`config.mk`:
```
export PLATFORM = sky130hd
export DESIGN_NAME = xie_exec
export DESIGN_NICKNAME = d
export VERILOG_FILES = /design/src/rtl/xie_pkg.sv /design/src/rtl/xie_decode.sv /design/src/rtl/xie_idx_addr.sv /design/src/rtl/xie_exec.sv
export SDC_FILE = /design/constraint.sdc
export NUM_CORES = 1
export LEC_CHECK = 0
export ABC_AREA = 1
export BUFFER_PORTS_ARGS = -buffer_cell sky130_fd_sc_hd__buf_2
export CORE_MARGIN = 1.5
export CORE_UTILIZATION = 35
export DETAILED_ROUTE_END_ITERATION = 12
export SLEW_MARGIN = 20
export SYNTH_ARGS = -nofsm -noshare
export SYNTH_HDL_FRONTEND = slang
export SYNTH_SLANG_ARGS = --single-unit
```
`constraint.sdc`:
```
create_clock -name i_ref_clk -period 9.3 [get_ports i_ref_clk]
set_clock_uncertainty 0.15 [all_clocks]
set_input_delay 1.395 -clock i_ref_clk [delete_from_list [all_inputs] [get_ports i_ref_clk]]
set_output_delay 1.395 -clock i_ref_clk [all_outputs]
set_load 0.03 [all_outputs]
```
`src/rtl/xie_pkg.sv`:
```
// Package for the extended instruction execution block: opcode fields, widths,
// reset values and the operation and sequencing enumerations.
// Assumes one core clock edge per instruction cycle.
`default_nettype none

package xie_pkg;

	////////////////////////////////////////////////////////////////////////////
	// Widths
	localparam int DADDR_W = 12;
	localparam int PC_W = 21;

	////////////////////////////////////////////////////////////////////////////
	// Opcode fields
	localparam logic [3:0] OPC_EXT_PREFIX = 4'he;
	localparam logic [3:0] OPC_ADD_PTR = 4'h8;
	localparam logic [3:0] OPC_SUB_PTR = 4'h9;
	localparam logic [3:0] OPC_PUSH_LIT = 4'ha;
	localparam logic [3:0] OPC_MOVE = 4'hb;
	localparam logic [3:0] OPC_WORD2_PREFIX = 4'hf;
	localparam logic [15:0] OPC_COMPUTED_CALL = 16'h0014;
	localparam logic [1:0] SEL_FRAME_RET = 2'h3;
	localparam int SEL_LSB = 6;
	localparam int MOVE_FORM_BIT = 7;

	////////////////////////////////////////////////////////////////////////////
	// Addressing constants
	localparam logic [7:0] FILE_WINDOW_TOP = 8'h5f;
	localparam logic [3:0] ACCESS_HIGH_BANK = 4'hf;
	localparam logic [PC_W-1:0] RET_ADDR_STEP = 21'h000002;
	localparam logic [DADDR_W-1:0] PUSH_STEP = 12'h001;
	localparam logic [7:0] INDIRECT_READ_VALUE = 8'h00;

	////////////////////////////////////////////////////////////////////////////
	// Reset values
	localparam logic EXT_ENABLE_RESET = 1'b1;

	////////////////////////////////////////////////////////////////////////////
	// Enumerations
	typedef enum logic [3:0] {
		XIE_OP_NONE = 4'b0000,
		XIE_OP_ADD_PTR = 4'b0001,
		XIE_OP_ADD_RET = 4'b0010,
		XIE_OP_SUB_PTR = 4'b0011,
		XIE_OP_SUB_RET = 4'b0100,
		XIE_OP_CALL = 4'b0101,
		XIE_OP_MOV_DIR = 4'b0110,
		XIE_OP_MOV_IDX = 4'b0111,
		XIE_OP_PUSH = 4'b1000
	} xie_op_t;

	typedef enum logic [1:0] {
		XIE_ST_IDLE = 2'b00,
		XIE_ST_RET_NOP = 2'b01,
		XIE_ST_CALL_NOP = 2'b10,
		XIE_ST_MOV_W2 = 2'b11
	} xie_state_t;

endpackage

`default_nettype wire

```
`src/rtl/xie_decode.sv`:
```
// Opcode decoder for the eight extended instructions.
// Assumes a whole instruction word is presented; gives XIE_OP_NONE when the
// extension is off, so the standard decoder keeps those encodings.
`default_nettype none

module xie_decode
	import xie_pkg::*;
(
	input wire logic [15:0] i_word, // Instruction word
	input wire logic i_ext_en, // Extension enabled
	output xie_op_t o_op // Decoded operation
);

	////////////////////////////////////////////////////////////////////////////
	// Extended opcodes are recognised only with the extension on
	always_comb begin
		o_op = XIE_OP_NONE;
		if (i_ext_en) begin // see RL1, see RL17
			if (i_word == OPC_COMPUTED_CALL) begin
				o_op = XIE_OP_CALL;
			end else if (i_word[15:12] == OPC_EXT_PREFIX) begin
				case (i_word[11:8])
					OPC_ADD_PTR: begin
						o_op = (i_word[7:6] == SEL_FRAME_RET) ? XIE_OP_ADD_RET : XIE_OP_ADD_PTR; // see RL3
					end
					OPC_SUB_PTR: begin
						o_op = (i_word[7:6] == SEL_FRAME_RET) ? XIE_OP_SUB_RET : XIE_OP_SUB_PTR; // see RL5
					end
					OPC_PUSH_LIT: begin
						o_op = XIE_OP_PUSH;
					end
					OPC_MOVE: begin
						// Bit 7 picks the destination form
						o_op = i_word[MOVE_FORM_BIT] ? XIE_OP_MOV_IDX : XIE_OP_MOV_DIR; // see RL11
					end
					default: begin
						o_op = XIE_OP_NONE;
					end
				endcase
			end
		end
	end

endmodule

`default_nettype wire

```
`src/rtl/xie_idx_addr.sv`:
```
// Indexed address unit: frame pointer plus 7-bit offset, with a flag for
// addresses that land on an indirect addressing register.
// Assumes each indirect group occupies P_IND_SPAN bytes ending at its top.
`default_nettype none

module xie_idx_addr
	import xie_pkg::*;
#(
	parameter logic [3*DADDR_W-1:0] P_IND_TOPS = {12'hfdf, 12'hfe7, 12'hfef},
	parameter logic [DADDR_W-1:0] P_IND_SPAN = 12'h005
) (
	input wire logic [DADDR_W-1:0] i_base, // Frame pointer value
	input wire logic [6:0] i_offset, // Literal offset
	output logic [DADDR_W-1:0] o_addr, // Resulting data address
	output logic o_indirect // Address is an indirect register
);

	logic [2:0] hit;

	////////////////////////////////////////////////////////////////////////////
	// Sum wraps inside the 4096-byte space on purpose
	assign o_addr = i_base + {5'h00, i_offset}; // see RL9, see RL10

	// One window comparison per indirect group
	for (genvar g = 0; g < 3; g++) begin : g_ind
		assign hit[g] = (o_addr <= P_IND_TOPS[g*DADDR_W +: DADDR_W])
			&& (o_addr > P_IND_TOPS[g*DADDR_W +: DADDR_W] - P_IND_SPAN);
	end

	assign o_indirect = |hit;

endmodule

`default_nettype wire

```
`src/rtl/xie_exec.sv`:
```
// Execution logic for the extended instruction set and the indexed file
// operand mapping of standard instructions.
// Assumes one instruction word per valid cycle from the fetch path, a data
// memory that returns read data while o_mem_re is high, and a core that owns
// the pointers, program counter and return stack and applies the strobes here.
//
// Summary of operation
// RL1: Extension active only with enable bit; default enabled (here the reset value keeps it on until the bit loads, one cycle after release)
// RL2: Add 6-bit literal to chosen pointer, one cycle
// RL3: Select 11 adds to frame pointer, then returns
// RL4: Subtract 6-bit literal from chosen pointer, one cycle
// RL5: Select 11 subtracts from frame pointer, then returns
// RL6: Second cycle of return forms is a no-op
// RL7: Computed call pushes next address, loads counter
// RL8: Computed call leaves accumulator, flags, bank untouched
// RL9: Indexed source moved to 12-bit absolute address
// RL10: Indexed source moved to indexed destination
// RL11: Bit 7 of word one selects move form
// RL12: Software avoids counter and stack destinations
// RL13: Indirect source register reads as zero
// RL14: Indirect indexed destination makes move a no-op
// RL15: Push literal at frame pointer, then decrement
// RL16: Access operands up to 5Fh index frame pointer
// RL17: Disabled extension keeps standard direct addressing
`default_nettype none

module xie_exec
	import xie_pkg::*;
(
	input wire logic i_ref_clk, // Core clock
	input wire logic i_rst_b, // Asynchronous reset, active low
	input wire logic i_cfg_ext_enable, // Extension configuration bit
	input wire logic [15:0] i_instr, // Fetched instruction word
	input wire logic i_instr_valid, // Word is presented this cycle
	input wire logic i_std_file_op, // Word is a standard byte/bit op
	input wire logic [PC_W-1:0] i_pc, // Address of the presented word
	input wire logic [7:0] i_accum, // Accumulator value
	input wire logic [7:0] i_latch_high, // Counter latch, high byte
	input wire logic [4:0] i_latch_upper, // Counter latch, upper bits
	input wire logic [PC_W-1:0] i_return_top, // Return stack top
	input wire logic [DADDR_W-1:0] i_ptr0, // File select pointer 0
	input wire logic [DADDR_W-1:0] i_ptr1, // File select pointer 1
	input wire logic [DADDR_W-1:0] i_frame_ptr, // Stack frame pointer
	input wire logic [3:0] i_bank_sel, // Bank select register
	input wire logic [7:0] i_mem_rdata, // Data memory read data
	output logic o_ext_enabled, // Extension currently active
	output logic o_ptr_we, // Pointer write strobe
	output logic [1:0] o_ptr_sel, // Pointer being written
	output logic [DADDR_W-1:0] o_ptr_wdata, // Pointer write value
	output logic o_mem_re, // Data memory read strobe
	output logic [DADDR_W-1:0] o_mem_raddr, // Data memory read address
	output logic o_mem_we, // Data memory write strobe
	output logic [DADDR_W-1:0] o_mem_waddr, // Data memory write address
	output logic [7:0] o_mem_wdata, // Data memory write data
	output logic o_stack_push, // Push return address
	output logic [PC_W-1:0] o_stack_push_addr, // Address pushed
	output logic o_pc_we, // Program counter load strobe
	output logic [PC_W-1:0] o_pc_wdata, // Program counter load value
	output logic o_fetch_discard, // Current fetched word is dropped
	output logic o_file_addr_valid, // Standard operand address valid
	output logic [DADDR_W-1:0] o_file_addr // Standard operand address
);

	typedef struct packed {
		xie_state_t state;
		logic cfg_loaded;
		logic ext_en;
		logic mov_idx;
		logic src_ind;
		logic [7:0] rdata;
		logic ptr_we;
		logic [1:0] ptr_sel;
		logic [DADDR_W-1:0] ptr_wdata;
		logic mem_re;
		logic [DADDR_W-1:0] mem_raddr;
		logic mem_we;
		logic [DADDR_W-1:0] mem_waddr;
		logic [7:0] mem_wdata;
		logic stack_push;
		logic [PC_W-1:0] push_addr;
		logic pc_we;
		logic [PC_W-1:0] pc_wdata;
		logic discard;
		logic file_valid;
		logic [DADDR_W-1:0] file_addr;
	} xie_regs_t;

	localparam xie_regs_t REGS_RESET = '{
		state: XIE_ST_IDLE,
		cfg_loaded: 1'b0,
		ext_en: EXT_ENABLE_RESET,
		mov_idx: 1'b0,
		src_ind: 1'b0,
		rdata: 8'h00,
		ptr_we: 1'b0,
		ptr_sel: 2'h0,
		ptr_wdata: 12'h000,
		mem_re: 1'b0,
		mem_raddr: 12'h000,
		mem_we: 1'b0,
		mem_waddr: 12'h000,
		mem_wdata: 8'h00,
		stack_push: 1'b0,
		push_addr: 21'h000000,
		pc_we: 1'b0,
		pc_wdata: 21'h000000,
		discard: 1'b0,
		file_valid: 1'b0,
		file_addr: 12'h000
	};

	xie_regs_t cur;
	xie_regs_t next_regs;
	xie_op_t op;
	logic [DADDR_W-1:0] idx_addr;
	logic idx_ind;

	////////////////////////////////////////////////////////////////////////////
	// Pointer chosen by the 2-bit select field
	function automatic logic [DADDR_W-1:0] pick_ptr(input logic [1:0] sel, input logic [DADDR_W-1:0] p0,
		input logic [DADDR_W-1:0] p1, input logic [DADDR_W-1:0] p2);
		logic [DADDR_W-1:0] r;
		r = p2;
		if (sel == 2'h0) begin
			r = p0;
		end else if (sel == 2'h1) begin
			r = p1;
		end
		return r;
	endfunction

	////////////////////////////////////////////////////////////////////////////
	// Decoder and shared indexed address unit
	xie_decode u_decode (
		.i_word(i_instr),
		.i_ext_en(cur.ext_en),
		.o_op(op)
	);

	// Both move words carry their offset in bits 6:0, so one unit serves both
	xie_idx_addr u_idx_addr (
		.i_base(i_frame_ptr),
		.i_offset(i_instr[6:0]),
		.o_addr(idx_addr),
		.o_indirect(idx_ind)
	);

	////////////////////////////////////////////////////////////////////////////
	// Next state: strobes are one-cycle pulses cleared every cycle
	always_comb begin
		logic [DADDR_W-1:0] ptr_val;
		logic [5:0] lit6;
		logic [7:0] move_data;
		next_regs = cur;
		ptr_val = pick_ptr(i_instr[7:6], i_ptr0, i_ptr1, i_frame_ptr);
		lit6 = i_instr[5:0];
		move_data = cur.mem_re ? i_mem_rdata : cur.rdata;
		next_regs.ptr_we = 1'b0;
		next_regs.mem_re = 1'b0;
		next_regs.mem_we = 1'b0;
		next_regs.stack_push = 1'b0;
		next_regs.pc_we = 1'b0;
		next_regs.discard = 1'b0;
		next_regs.file_valid = 1'b0;

		// Configuration bit is caught once after reset release; it cannot be
		// a reset value since it comes from another signal
		if (!cur.cfg_loaded) begin
			next_regs.cfg_loaded = 1'b1;
			next_regs.ext_en = i_cfg_ext_enable; // see RL1
		end

		// Hold read data while the second move word is awaited
		if (cur.mem_re) begin
			next_regs.rdata = i_mem_rdata;
		end

		case (cur.state)
			XIE_ST_IDLE: begin
				if (i_instr_valid) begin
					case (op)
						XIE_OP_ADD_PTR, XIE_OP_SUB_PTR: begin
							// Status flags are never touched by this block
							next_regs.ptr_we = 1'b1;
							next_regs.ptr_sel = i_instr[7:6];
							if (op == XIE_OP_ADD_PTR) begin
								next_regs.ptr_wdata = ptr_val + {6'h00, lit6}; // see RL2
							end else begin
								next_regs.ptr_wdata = ptr_val - {6'h00, lit6}; // see RL4
							end
						end
						XIE_OP_ADD_RET, XIE_OP_SUB_RET: begin
							next_regs.ptr_we = 1'b1;
							next_regs.ptr_sel = SEL_FRAME_RET - 2'h1;
							if (op == XIE_OP_ADD_RET) begin
								next_regs.ptr_wdata = i_frame_ptr + {6'h00, lit6}; // see RL3
							end else begin
								next_regs.ptr_wdata = i_frame_ptr - {6'h00, lit6}; // see RL5
							end
							next_regs.state = XIE_ST_RET_NOP;
						end
						XIE_OP_CALL: begin
							// Only the counter and stack move; accumulator and bank stay
							next_regs.stack_push = 1'b1; // see RL7, see RL8
							next_regs.push_addr = i_pc + RET_ADDR_STEP;
							next_regs.state = XIE_ST_CALL_NOP;
						end
						XIE_OP_MOV_DIR, XIE_OP_MOV_IDX: begin
							next_regs.mov_idx = (op == XIE_OP_MOV_IDX); // see RL11
							next_regs.src_ind = idx_ind;
							// Indirect sources are never read, so no pointer side effect
							next_regs.mem_re = !idx_ind; // see RL13
							next_regs.mem_raddr = idx_addr; // see RL9, see RL10
							next_regs.rdata = INDIRECT_READ_VALUE;
							next_regs.state = XIE_ST_MOV_W2;
						end
						XIE_OP_PUSH: begin
							next_regs.mem_we = 1'b1; // see RL15
							next_regs.mem_waddr = i_frame_ptr;
							next_regs.mem_wdata = i_instr[7:0];
							next_regs.ptr_we = 1'b1;
							next_regs.ptr_sel = SEL_FRAME_RET - 2'h1;
							next_regs.ptr_wdata = i_frame_ptr - PUSH_STEP;
						end
						default: begin
							// Standard operand: indexed only with extension and access bit clear
							if (i_std_file_op) begin
								next_regs.file_valid = 1'b1;
								if (!i_instr[8] && i_instr[7:0] <= FILE_WINDOW_TOP) begin
									if (cur.ext_en) begin
										next_regs.file_addr = i_frame_ptr + {4'h0, i_instr[7:0]}; // see RL16
									end else begin
										next_regs.file_addr = {4'h0, i_instr[7:0]}; // see RL17
									end
								end else if (!i_instr[8]) begin
									next_regs.file_addr = {ACCESS_HIGH_BANK, i_instr[7:0]};
								end else begin
									next_regs.file_addr = {i_bank_sel, i_instr[7:0]};
								end
							end
						end
					endcase
				end
			end
			XIE_ST_RET_NOP: begin
				// Second cycle: return and drop the word fetched behind us
				next_regs.pc_we = 1'b1; // see RL3, see RL5, see RL6
				next_regs.pc_wdata = i_return_top;
				next_regs.discard = 1'b1;
				next_regs.state = XIE_ST_IDLE;
			end
			XIE_ST_CALL_NOP: begin
				next_regs.pc_we = 1'b1; // see RL7
				next_regs.pc_wdata = {i_latch_upper, i_latch_high, i_accum};
				next_regs.discard = 1'b1;
				next_regs.state = XIE_ST_IDLE;
			end
			XIE_ST_MOV_W2: begin
				if (i_instr_valid) begin
					// Destination checks on the counter and stack are left to software
					next_regs.mem_wdata = cur.src_ind ? INDIRECT_READ_VALUE : move_data; // see RL13
					if (cur.mov_idx) begin
						next_regs.mem_waddr = idx_addr; // see RL10
						next_regs.mem_we = !idx_ind; // see RL14
					end else begin
						next_regs.mem_waddr = i_instr[DADDR_W-1:0]; // see RL9
						next_regs.mem_we = 1'b1;
					end
					next_regs.state = XIE_ST_IDLE;
				end
			end
			default: begin
				next_regs.state = XIE_ST_IDLE;
			end
		endcase
	end

	////////////////////////////////////////////////////////////////////////////
	// State register
	always_ff @(posedge i_ref_clk or negedge i_rst_b) begin
		if (!i_rst_b) begin
			cur <= REGS_RESET;
		end else begin
			cur <= next_regs;
		end
	end

	////////////////////////////////////////////////////////////////////////////
	// Outputs straight from the state register
	assign o_ext_enabled = cur.ext_en;
	assign o_ptr_we = cur.ptr_we;
	assign o_ptr_sel = cur.ptr_sel;
	assign o_ptr_wdata = cur.ptr_wdata;
	assign o_mem_re = cur.mem_re;
	assign o_mem_raddr = cur.mem_raddr;
	assign o_mem_we = cur.mem_we;
	assign o_mem_waddr = cur.mem_waddr;
	assign o_mem_wdata = cur.mem_wdata;
	assign o_stack_push = cur.stack_push;
	assign o_stack_push_addr = cur.push_addr;
	assign o_pc_we = cur.pc_we;
	assign o_pc_wdata = cur.pc_wdata;
	assign o_fetch_discard = cur.discard;
	assign o_file_addr_valid = cur.file_valid;
	assign o_file_addr = cur.file_addr;

endmodule

`default_nettype wire

```
After elaboration in Yosys (flattened, before gate mapping). Cells that the tools add are included. Widths: inputs -> output; s select.

Register bits after elaboration: 121. Bits in latches: 0. RAM bits: 0. ROM bits: 0. Input bits: 132. Output and inout port bits: 108. Word-level logic and storage cells: 119. Memories kept: 0.

Add/sub/neg operators: 8. Multipliers: 0. Divide/modulo/power cells: 0. Order comparisons: 7. Eq/ne operators: 23. Shift-type cells: 0. Multiplexer cells: 36. Bitwise operators: 1. Reduce and logical (&&, ||, !) cells: 23.

Operators with widths (number): $mux 12 (7); $mux 79 (1); $mux 13 (6); $pmux 23 s2 (1); $pmux 15 s3 (1); $mux 22 (2); $mux 21 (2); $pmux 21 s2 (1); $gt 12x12->1 const B (3); $le 12x12->1 const B (3); $mux 36 (1); $add 12x6->12 (2); $eq 4x4->1 const B (6); $mux 8 (3); $sub 12x6->12 (2); $add 21x2->21 const B (1); $eq 16x5->1 const B (1); $eq 4x3->1 const B (4); $pmux 4 s4 (1); $add 12x7->12 (1); $add 12x8->12 (1); $mux 4 (3); $pmux 2 s3 (2); $reduce_and 3->1 (4); other kinds (22) (39).

Longest topological paths before layout. Gate-level depths: netlist (run 1).

Word-level depth: 11. Gate-level depth with buffers: 33. Depth with buffers taken out: 33.

Hierarchy. Synthesis (run 1) repeated with hierarchy kept, for this count alone.

Cells, all modules: 1290. Area, all modules: 9286.4 um^2.

Modules (own cells, without submodules): xie_exec (instances 1, cells an instance 1123, area an instance 8474.4 um^2, sequential area each 3004.1 um^2); xie_idx_addr (instances 1, cells an instance 125, area an instance 631.9 um^2, sequential area each 0.0 um^2); xie_decode (instances 1, cells an instance 42, area an instance 180.2 um^2, sequential area each 0.0 um^2).

Worst setup path after synthesis (run 1). No wires, ideal clock.

Path type: input to register. Start point: input port i_instr[0]. End point: register cur, in the netlist o_ptr_wdata[11]. Setup time: 116 ps. Data arrival time: 4556 ps. Data required time: 9034 ps. Setup slack: 4477 ps. Stages: 31. Path buffers: 0. Cell sequence: inv_1 ha_1 nand2_1 inv_1 nand2_1 nor2_4 nand3_4 nand2_4 nor2_4 nand2_8 o21ai_2 nor2_1 inv_1 nor3_1 or2_2 nand3_1 ha_1 a21oi_1 o21ai_0 a21oi_1 nor2_1 o21ai_0 nand2_1 nand2_1 nand2_1 a21oi_1 nand3_1 nand3_1 nand2_1 nand2_1 nand2_1.

Word-level cells in the longest chain between the ends: 7. Elaborated cells between the ends (all ways): 19. Those cells by class: 4 x add/sub; 6 x eq/ne; 5 x mux; 4 x reduce/logical.

Ends and longest elaborated chain: from (decl) (RTL line xie_exec.sv:33) `input wire logic [15:0] i_instr,`; $eq 16x5->1 (RTL line xie_decode.sv:19) `if (i_word == OPC_COMPUTED_CALL) begin`; $mux 4 (RTL line xie_decode.sv:19); $mux 4 (RTL line xie_decode.sv:18) `if (i_ext_en) begin`; $eq 4x2->1, or another cell as far along (RTL line xie_exec.sv:181, xie_exec.sv:195); $reduce_or 2->1 (RTL line xie_exec.sv:181) `case (op)`; $reduce_bool 3->1 (no line); $reduce_and 3->1 (no line); to (signal assigned) (RTL line xie_exec.sv:284) `cur <= next_regs;`; to (decl) (RTL line xie_exec.sv:112) `xie_regs_t cur;`.

Parallel ways exist; a longest one is shown, timed or not. A chain may end at the register's enable or synchronous reset.

Worst setup path after layout (run 1). Ends and elaborated chain as after synthesis.

==> results.cfg, run 1 <==
[status]
status = complete, no violations

[die]
fp.dieH_um = 161
pin_count = 240
die_w_um = 161
core_mm2 = 0.0245
die_area_mm2 = 0.0260
initial_core_util = 0.358
rows = 57

[routing]
ant_nets = 0
drc = 0
vias = 8178
first_pass_iters = 7
drt_iter0_markers = 559
vias_per_cell = 5.01
wl_per_cell_um = 17.4
wirelength_um = 28400

[placement]
place.gp.congestion = 0.949
port_buffers = 239
dpl.hpwl_um = 22300
dp.cells = 1600

[cells_and_area]
final_util = 0.411
fin_cells = 1633
regArea_mm2 = 0.00300
fillers = 2551
area_delta_synth_final_pct = 14.8
final_nets = 1469
multi_input_area_mm2 = 0.00437
final_layout_size_suffix_gt1_frac = 0.241

[sta]
setup-tns-final_ps = 0
drv_slew = 0
fin_crit_ps = 5180
final.period_utilization = 0.557
worst_slew_pin_slew_ps = 1040
rsz0062_at_grt = no
slew_headroom = 0.299
max_freq_mhz = 193
final_hold_viol_count = 0
setup_viol = 0

[grt]
track_usage = 0.219
grt_max_degree = 65
grt-ovfl-total = 0
grt_pass1_wl_um = 43600
grt_pass1_vias = 7730
antenna_found_initial = 2

[synth]
ys.flop_type = dfrtp_1
synth_seq_cells = 120
yosysSeqAreaShare = 0.343
synthArstFlopShare = 1.00
syn_area_mm2 = 0.00875
ys_top_cells_by_count = nand2_1 (212), dfrtp_1 (119), inv_1 (116)
yosysMostFrequentCell = nand2_1
synth_area_leader_cell = dfrtp_1
synth.top_cell.area_share = 0.340
synth_nets = 1344
syn_inst = 1170
ys_warn_count = 0
avgSynthCellArea_um2 = 7.48
ys_types = 54
synth_edf_count = 0
synth_area_leaders = dfrtp_1 (34%), nand2_1 (9.1%), buf_4 (8.7%)

[cts]
cts.sinks = 120
cts_setup_buffers = 0
clk_pin_slew_ps = 60
cts_htree_levels = 4
cts_resized = 0
hold_buffers = 0
clk_latency_ps = 420
cts_buffers = 17
clockRootBuffer = clkbuf_16
cts_tree = built
clockBufferDepth = 2

[worst_setup_path]
cp_slowest_cell = ha_1
start_kind = input port
worstReg2RegStart = o_ext_enabled$_DFFE_PN1N_
critPathArrivalTime_ps = 5390
path_max_fanout = 10
cp.required_ps = 9510
crit_top_cell = nand2_1
path_class = input port to flip-flop
r2r-end = o_ptr_wdata[11]$_DFFE_PN0P_
endpoint_kind = flip-flop
reg2reg_setup_slack_ps = 5080
cp_num_buf_inv = 5
reg2regPathDepth = 28
crit_path_max_incr_delay_ps = 360
crit_family = simple AND/OR/NAND/NOR gates

[min_path]
hold_path_depth = 1
hold_path_class = flip-flop to flip-flop
min_from = cur[118]$_DFF_PN0_
min_to = o_ext_enabled$_DFFE_PN1N_

[pwr]
leakagePower_nw = 5.11
power_density_mw_per_mm2 = 204
ir_drop_uv = 111

[flow_run]
cap_viol_max_count = 0
-- how the worst max path moves through the flow --
stage	startpoint	endpoint	slack, ps	cells past startpoint
after global placement	i_instr[0]	o_ptr_wdata[11]$_DFFE_PN0P_	3860	34
after floorplan	i_instr[0]	o_ptr_wdata[11]$_DFFE_PN0P_	4480	31
after detailed placement	i_instr[0]	o_ptr_wdata[11]$_DFFE_PN0P_	3760	33
final	i_instr[0]	o_ptr_wdata[11]$_DFFE_PN0P_	4120	34
after CTS	i_instr[0]	o_ptr_wdata[11]$_DFFE_PN0P_	4190	34
after global routing	i_instr[0]	o_ptr_wdata[11]$_DFFE_PN0P_	3720	34
-- report_power, final --
part	total (mW)	internal (mW)	switching, mW
clock network	0.666	0.404	0.262
logic	0.728	0.214	0.514
registers	0.660	0.614	0.0462
total	2.05	1.23	0.823
-- area by class of cell --
| class | count | share of cell area |
|---|---|---|
| multi-input cells | 789 | 0.434 |
| flip-flops and latches | 120 | 0.299 |
| diodes | 1 | 0.000249 |
| repair buffers | 241 | 0.121 |
| inverters | 126 | 0.0471 |
| clock inverters | 13 | 0.0142 |
| clock buffers | 19 | 0.0441 |
| well taps | 324 | 0.0403 |
-- state kept, by name, summed over array words and instances (netlist names) --
name and cells:
o_mem_raddr 12, o_mem_we 1, o_ptr_wdata 12, o_mem_re 1
o_mem_waddr 12, o_ptr_we 1, o_ext_enabled 1, o_file_addr 12
o_file_addr_valid 1, cur 13, o_fetch_discard 1, o_stack_push_addr 21
o_ptr_sel 2, o_stack_push 1, o_mem_wdata 8, o_pc_wdata 21
-- logic make-up (layout without fill, tap and decap cells) --
family | after synthesis | in the layout | synth area share
multiplexers | 8 | 8 | 0.00915
other | 1 | 2 | 0.000429
adder cells (fa/ha/maj) | 42 | 42 | 0.0626
buffers and inverters | 261 | 399 | 0.158
flip-flops | 120 | 120 | 0.343
XOR/XNOR | 35 | 35 | 0.0350
AO/OA/AOI/OAI | 266 | 266 | 0.170
AND/OR/NAND/NOR | 437 | 437 | 0.221
-- per-stage QoR --
stage | instance area (um2) | worst slack (ps) | total power, mW | hold slack [ps]
after floorplan | 8750 | 4480 | 1.28 | 238
after global placement | 9460 | 3860 | 1.40 | 251
after detailed placement | 9460 | 3760 | 1.40 | 254
after CTS | 10000 | 4190 | 2.07 | 262
after global routing | 10000 | 3720 | 2.18 | 281
final | 10000 | 4120 | 2.05 | 262
-- metal layers --
layer / track usage / up-vias / part of all wire / wire length [um]
met5: 0 / - / 0 / 0
met4: 0.0665 / 0 / 0.020 / 564
met3: 0.0403 / 32 / 0.077 / 2190
met2: 0.364 / 347 / 0.46 / 13200
met1: 0.288 / 3747 / 0.44 / 12400
li1: - / 4052 / - / -
-- cell usage in the layout (no fill, tap or decap), types with 27 or more instances in the layout --
cell type / instances
a21oi_1: 102
buf_2: 238
dfrtp_1: 119
ha_1: 39
inv_1: 116
nand2_1: 212
nand3_1: 56
nor2_1: 105
o21ai_0: 90
xor2_1: 27
-- worst reg2reg max path: cells and delay by family (launching register included) --
family	cells	cell delay, ps
buf+inv	2	140
fa+ha+maj	1	360
compound gates	6	850
simple gates	19	2060
flops	1	610
Note: power is estimated with default switching activity, not from simulation.
==> inputs of run 2 (changes only) <==
==> constraint.sdc (replaced) <==
create_clock -name i_ref_clk -period 4.5 [get_ports i_ref_clk]
set_clock_uncertainty 0.15 [all_clocks]
set_input_delay 0.675 -clock i_ref_clk [delete_from_list [all_inputs] [get_ports i_ref_clk]]
set_output_delay 0.675 -clock i_ref_clk [all_outputs]
set_load 0.03 [all_outputs]
==> run 2 against run 1 <==
  * Critical path depth up 1
  * Sequential cell count unchanged
  * Setup slack worse by 3700 ps
  * Sequential power up 110%
  * Critical path type unchanged
  * Largest cell class unchanged
==> results.cfg, run 2 (synthesized netlist as in run 1, its figures left out) <==
[status]
status = complete, no violations

[worst_setup_path]
crit_path_max_incr_delay_ps = 330
cp_num_buf_inv = 6
crit_path_end = o_ptr_wdata[11]$_DFFE_PN0P_
reg2regPathDepth = 29
worstReg2RegStart = o_ext_enabled$_DFFE_PN1N_
endpoint_kind = flip-flop
critPathArrivalTime_ps = 4320
crit_family = simple AND/OR/NAND/NOR gates
start_kind = input port
path_max_fanout = 10
r2r-end = o_ptr_wdata[11]$_DFFE_PN0P_
critical_path_depth = 35
cp_slowest_cell = ha_1
reg2reg_setup_slack_ps = 410
crit_start = i_instr[0]
crit_top_cell = nand2_1
path_class = input port to flip-flop
cp.required_ps = 4720

[grt]
grt-ovfl-total = 0
grt_max_degree = 116
grt_pass1_wl_um = 43500
grt_pass1_vias = 7759
antenna_found_initial = 4
track_usage = 0.220

[sta]
setup_viol = 0
fin_crit_ps = 4100
worst_slew_pin_slew_ps = 995
drv_slew = 0
max_freq_mhz = 244
final_hold_viol_count = 0
slew_headroom = 0.337
final.period_utilization = 0.912
rsz0062_at_grt = no

[placement]
dpl.hpwl_um = 22700
place.gp.congestion = 0.938
port_buffers = 239
dp.cells = 1623

[pwr]
total_power_mw = 4.26
leakagePower_nw = 5.24
power_density_mw_per_mm2 = 415
ir_drop_uv = 220

[cells_and_area]
num_antenna_cells = 0
final_cell_mix = buf_2 (238), nand2_1 (212), dfrtp_1 (119)
final_nets = 1494
final_common_cell = buf_2
final_layout_size_suffix_gt1_frac = 0.256
fin_cells = 1656
area_delta_synth_final_pct = 17.2

[cts]
cts_buffers = 17
clockBufferDepth = 2
cts_tree = built
clk_latency_ps = 420
clk_pin_slew_ps = 70
clockRootBuffer = clkbuf_16
cts_htree_levels = 4
cts.sinks = 120

[routing]
wl_per_cell_um = 17.3
vias_per_cell = 4.96
wirelength_um = 28700
vias = 8211
drc = 0
ant_nets = 0
first_pass_iters = 5
drt_iter0_markers = 561

[die]
fp.dieH_um = 161
initial_core_util = 0.358
rows = 57
die_area_mm2 = 0.0260
die_w_um = 161
core_mm2 = 0.0245
pin_count = 240

[flow_run]
cap_viol_max_count = 0

[min_path]
hold_path_class = flip-flop to flip-flop
[run 2: changes by cell type in the layout (fill, tap and decap cells not counted), sizes merged]
cell | before | now
inv | 126 | 125
clkinvlp | 5 | 2
buf | 241 | 265
dlygate4sd3 | 0 | 1
clkinv | 6 | 11
diode | 1 | 0
clkbuf | 19 | 17
[run 2: worst min path at each step]
stage                                 to  cells after the start                from
2_1_floorplan         cur[107]$_DFF_PN0_                      0             i_rst_b
3_3_place_gp   o_ext_enabled$_DFFE_PN1N_                      1  cur[118]$_DFF_PN0_
3_5_place_dp   o_ext_enabled$_DFFE_PN1N_                      1  cur[118]$_DFF_PN0_
4_1_cts        o_ext_enabled$_DFFE_PN1N_                      1  cur[118]$_DFF_PN0_
5_1_grt        o_ext_enabled$_DFFE_PN1N_                      1  cur[118]$_DFF_PN0_
6_report       o_ext_enabled$_DFFE_PN1N_                      1  cur[118]$_DFF_PN0_
[run 2: worst register-to-register path, delay by kind of cell, from the launching register on]
family / cells / cell delay, ps
adders and majority gates: 1 / 330
DFF: 1 / 610
AOI/OAI and AO/OA: 7 / 930
and+or+nand+nor: 18 / 1750
buffers and inverters: 3 / 260
[run 2: cell type report]
cell class | count | area (um2)
fillers | 2564 | 14200
multi-input cells | 789 | 4380
flip-flops and latches | 120 | 3000
repair buffers | 266 | 1420
inverters | 126 | 473
clock buffers | 17 | 425
well taps | 324 | 405
clock inverters | 14 | 151
[run 2: where the power goes]
part	switching, mW	internal [mW]	total [mW]
sequential	0.0986	1.27	1.37
clock	0.539	0.816	1.35
combinational	1.07	0.464	1.53
[run 2: stage by stage]
stage,instance area [um2],setup TNS (ps),util,setup WS (ps),hold WS [ps]
after floorplan,8750,0,-,397,229
after global placement,9640,0,0.394,66.9,245
after detailed placement,9640,-2.44,0.394,-2.44,248
after CTS,10200,0,0.418,425,248
after global routing,10300,0,0.419,28.3,278
final,10300,0,0.419,397,245
[run 2: timing repair]
action / in CTS / in global routing
setup endpoints to repair: 0 / 1
hold buffers: 1 / 0
gates resized for setup: 0 / 4
endpoints found under the hold margin: 5 / 0
setup buffers: 0 / 1
[run 2: routing by layer]
layer  vias to the layer above  part of all wire  track usage
li1                       4089                 -            -
met1                      3738              0.43        0.283
met2                       334              0.47        0.370
met3                        44             0.073       0.0444
met4                         6             0.021       0.0678
met5                         -            0.0017            0
==> inputs of run 3 (changes only) <==
--- a/config.mk
+++ b/config.mk
@@ -7,7 +7,6 @@
 export LEC_CHECK = 0
 export ABC_AREA = 1
 export BUFFER_PORTS_ARGS = -buffer_cell sky130_fd_sc_hd__buf_2
-export CORE_MARGIN = 1.5
 export CORE_UTILIZATION = 35
 export DETAILED_ROUTE_END_ITERATION = 12
 export SLEW_MARGIN = 20
==> run 3 against run 2 <==
  * Routed wire length decreased by 0.43%
  * Setup slack improved by 20 ps
  * Power increased by 0.75%
  * Critical path type is now flip-flop to flip-flop
  * Critical endpoint unchanged
  * Utilization increased by 0.081 points
  * Design area about the same
  * Sequential power about the same
==> results.cfg, run 3 (synthesized netlist as in run 1, its figures left out) <==
[status]
status = complete, no violations

[cells_and_area]
final_layout_size_suffix_gt1_frac = 0.254
final_design_area_no_fill_mm2 = 0.0102
final_common_cell = buf_2
final_cell_mix = buf_2 (238), nand2_1 (211), dfrtp_1 (119)
final_nets = 1489
area_delta_synth_final_pct = 17.1
final_util = 0.420
fin_cells = 1655

[cts]
cts_buffers = 17
clk_pin_slew_ps = 70
clk_latency_ps = 420
hold_buffers = 0
clockBufferDepth = 2
cts_setup_buffers = 0
cts.sinks = 120
clockRootBuffer = clkbuf_16
cts_tree = built
cts_htree_levels = 4

[worst_setup_path]
endpoint_kind = flip-flop
r2r-end = o_ptr_wdata[11]$_DFFE_PN0P_
cp.required_ps = 4720
worstReg2RegStart = o_ext_enabled$_DFFE_PN1N_
start_kind = flip-flop
path_max_fanout = 10
crit_path_max_incr_delay_ps = 610
critPathArrivalTime_ps = 4300
crit_top_cell = nand2_1
path_class = flip-flop to flip-flop
reg2regPathDepth = 26
cp_num_buf_inv = 2
crit_family = simple AND/OR/NAND/NOR gates
reg2reg_setup_slack_ps = 420
cp_slowest_cell = dfstp_2

[sta]
fin_ws_ps = 417
final_hold_viol_count = 0
final.period_utilization = 0.907
fin_crit_ps = 4080
slew_headroom = 0.298
rsz0062_at_grt = no
max_freq_mhz = 245
worst_slew_pin_slew_ps = 1050
setup_viol = 0
drv_slew = 0
hold_slack_ps = 205
setup-tns-final_ps = 0

[routing]
wirelength_um = 28600
vias = 8296
wl_per_cell_um = 17.3
first_pass_iters = 5
vias_per_cell = 5.01
drc = 0
drt_iter0_markers = 526
ant_nets = 0

[die]
die_w_um = 160
initial_core_util = 0.359
fp.dieH_um = 160
die_area_mm2 = 0.0256
rows = 57
core_mm2 = 0.0244
pin_count = 240

[grt]
antenna_found_initial = 6
grt_pass1_vias = 7763
grt_pass1_wl_um = 43500
grt_max_degree = 64
grt-ovfl-total = 0
track_usage = 0.222

[pwr]
ir_drop_uv = 274
power_density_mw_per_mm2 = 418
leakagePower_nw = 5.22
total_power_mw = 4.29

[placement]
place.gp.congestion = 0.916
port_buffers = 239
post-place-ws_ps = 26.1
dpl.hpwl_um = 22600
dp.cells = 1620
placed_cell_area_mm2 = 0.00962

[flow_run]
cap_viol_max_count = 0

[min_path]
hold_path_class = input port to asynchronous set/reset pin
==> run 3: area by class of cell <==
type / count / area, um2
multi-input cells: 789 / 4380
clock inverters: 12 / 153
clock buffers: 18 / 439
diodes: 5 / 12.5
inverters: 126 / 473
flip-flops and latches: 120 / 3000
well taps: 324 / 405
repair buffers: 261 / 1380
fillers: 2580 / 14100
==> run 3: repair_timing <==
item	in CTS	in global routing
endpoints found under the setup margin	0	1
hold endpoints to repair	0	0
gates resized for setup	0	5
==> run 3: worst register-to-register path, delay by kind of cell, from the launching register on <==
kind,cells,cell delay (ps)
buffers and inverters,2,190
AO/OA/AOI/OAI,7,1190
AND/OR/NAND/NOR,16,1560
flip-flops,1,610
adder cells (fa/ha/maj),1,350
==> run 3: metal layers <==
| metal | global-route usage | vias to the layer above | share of wire |
|---|---|---|---|
| met4 | 0.0879 | 2 | 0.030 |
| met1 | 0.296 | 3828 | 0.45 |
| li1 | - | 4081 | - |
| met2 | 0.353 | 339 | 0.45 |
| met5 | 0 | - | 0.00046 |
| met3 | 0.0447 | 46 | 0.071 |
==> run 3: worst max path at each step <==
stage                                         start                          end  slack, ps  cells after the start
final                     o_ext_enabled$_DFFE_PN1N_  o_ptr_wdata[11]$_DFFE_PN0P_        420                     26
after global routing                     i_instr[1]  o_ptr_wdata[11]$_DFFE_PN0P_         20                     34
after CTS                 o_ext_enabled$_DFFE_PN1N_  o_ptr_wdata[11]$_DFFE_PN0P_        450                     28
after detailed placement                 i_instr[1]  o_ptr_wdata[11]$_DFFE_PN0P_         30                     34
after global placement                   i_instr[0]  o_ptr_wdata[11]$_DFFE_PN0P_         80                     34
after floorplan                          i_instr[0]  o_ptr_wdata[11]$_DFFE_PN0P_        400                     31
==> run 3: where the power goes <==
part / total, mW / internal (mW) / switching, mW
Combinational: 1.52 / 0.457 / 1.06
Clock: 1.39 / 0.877 / 0.515
Sequential: 1.37 / 1.27 / 0.104
Total: 4.29 / 2.60 / 1.68
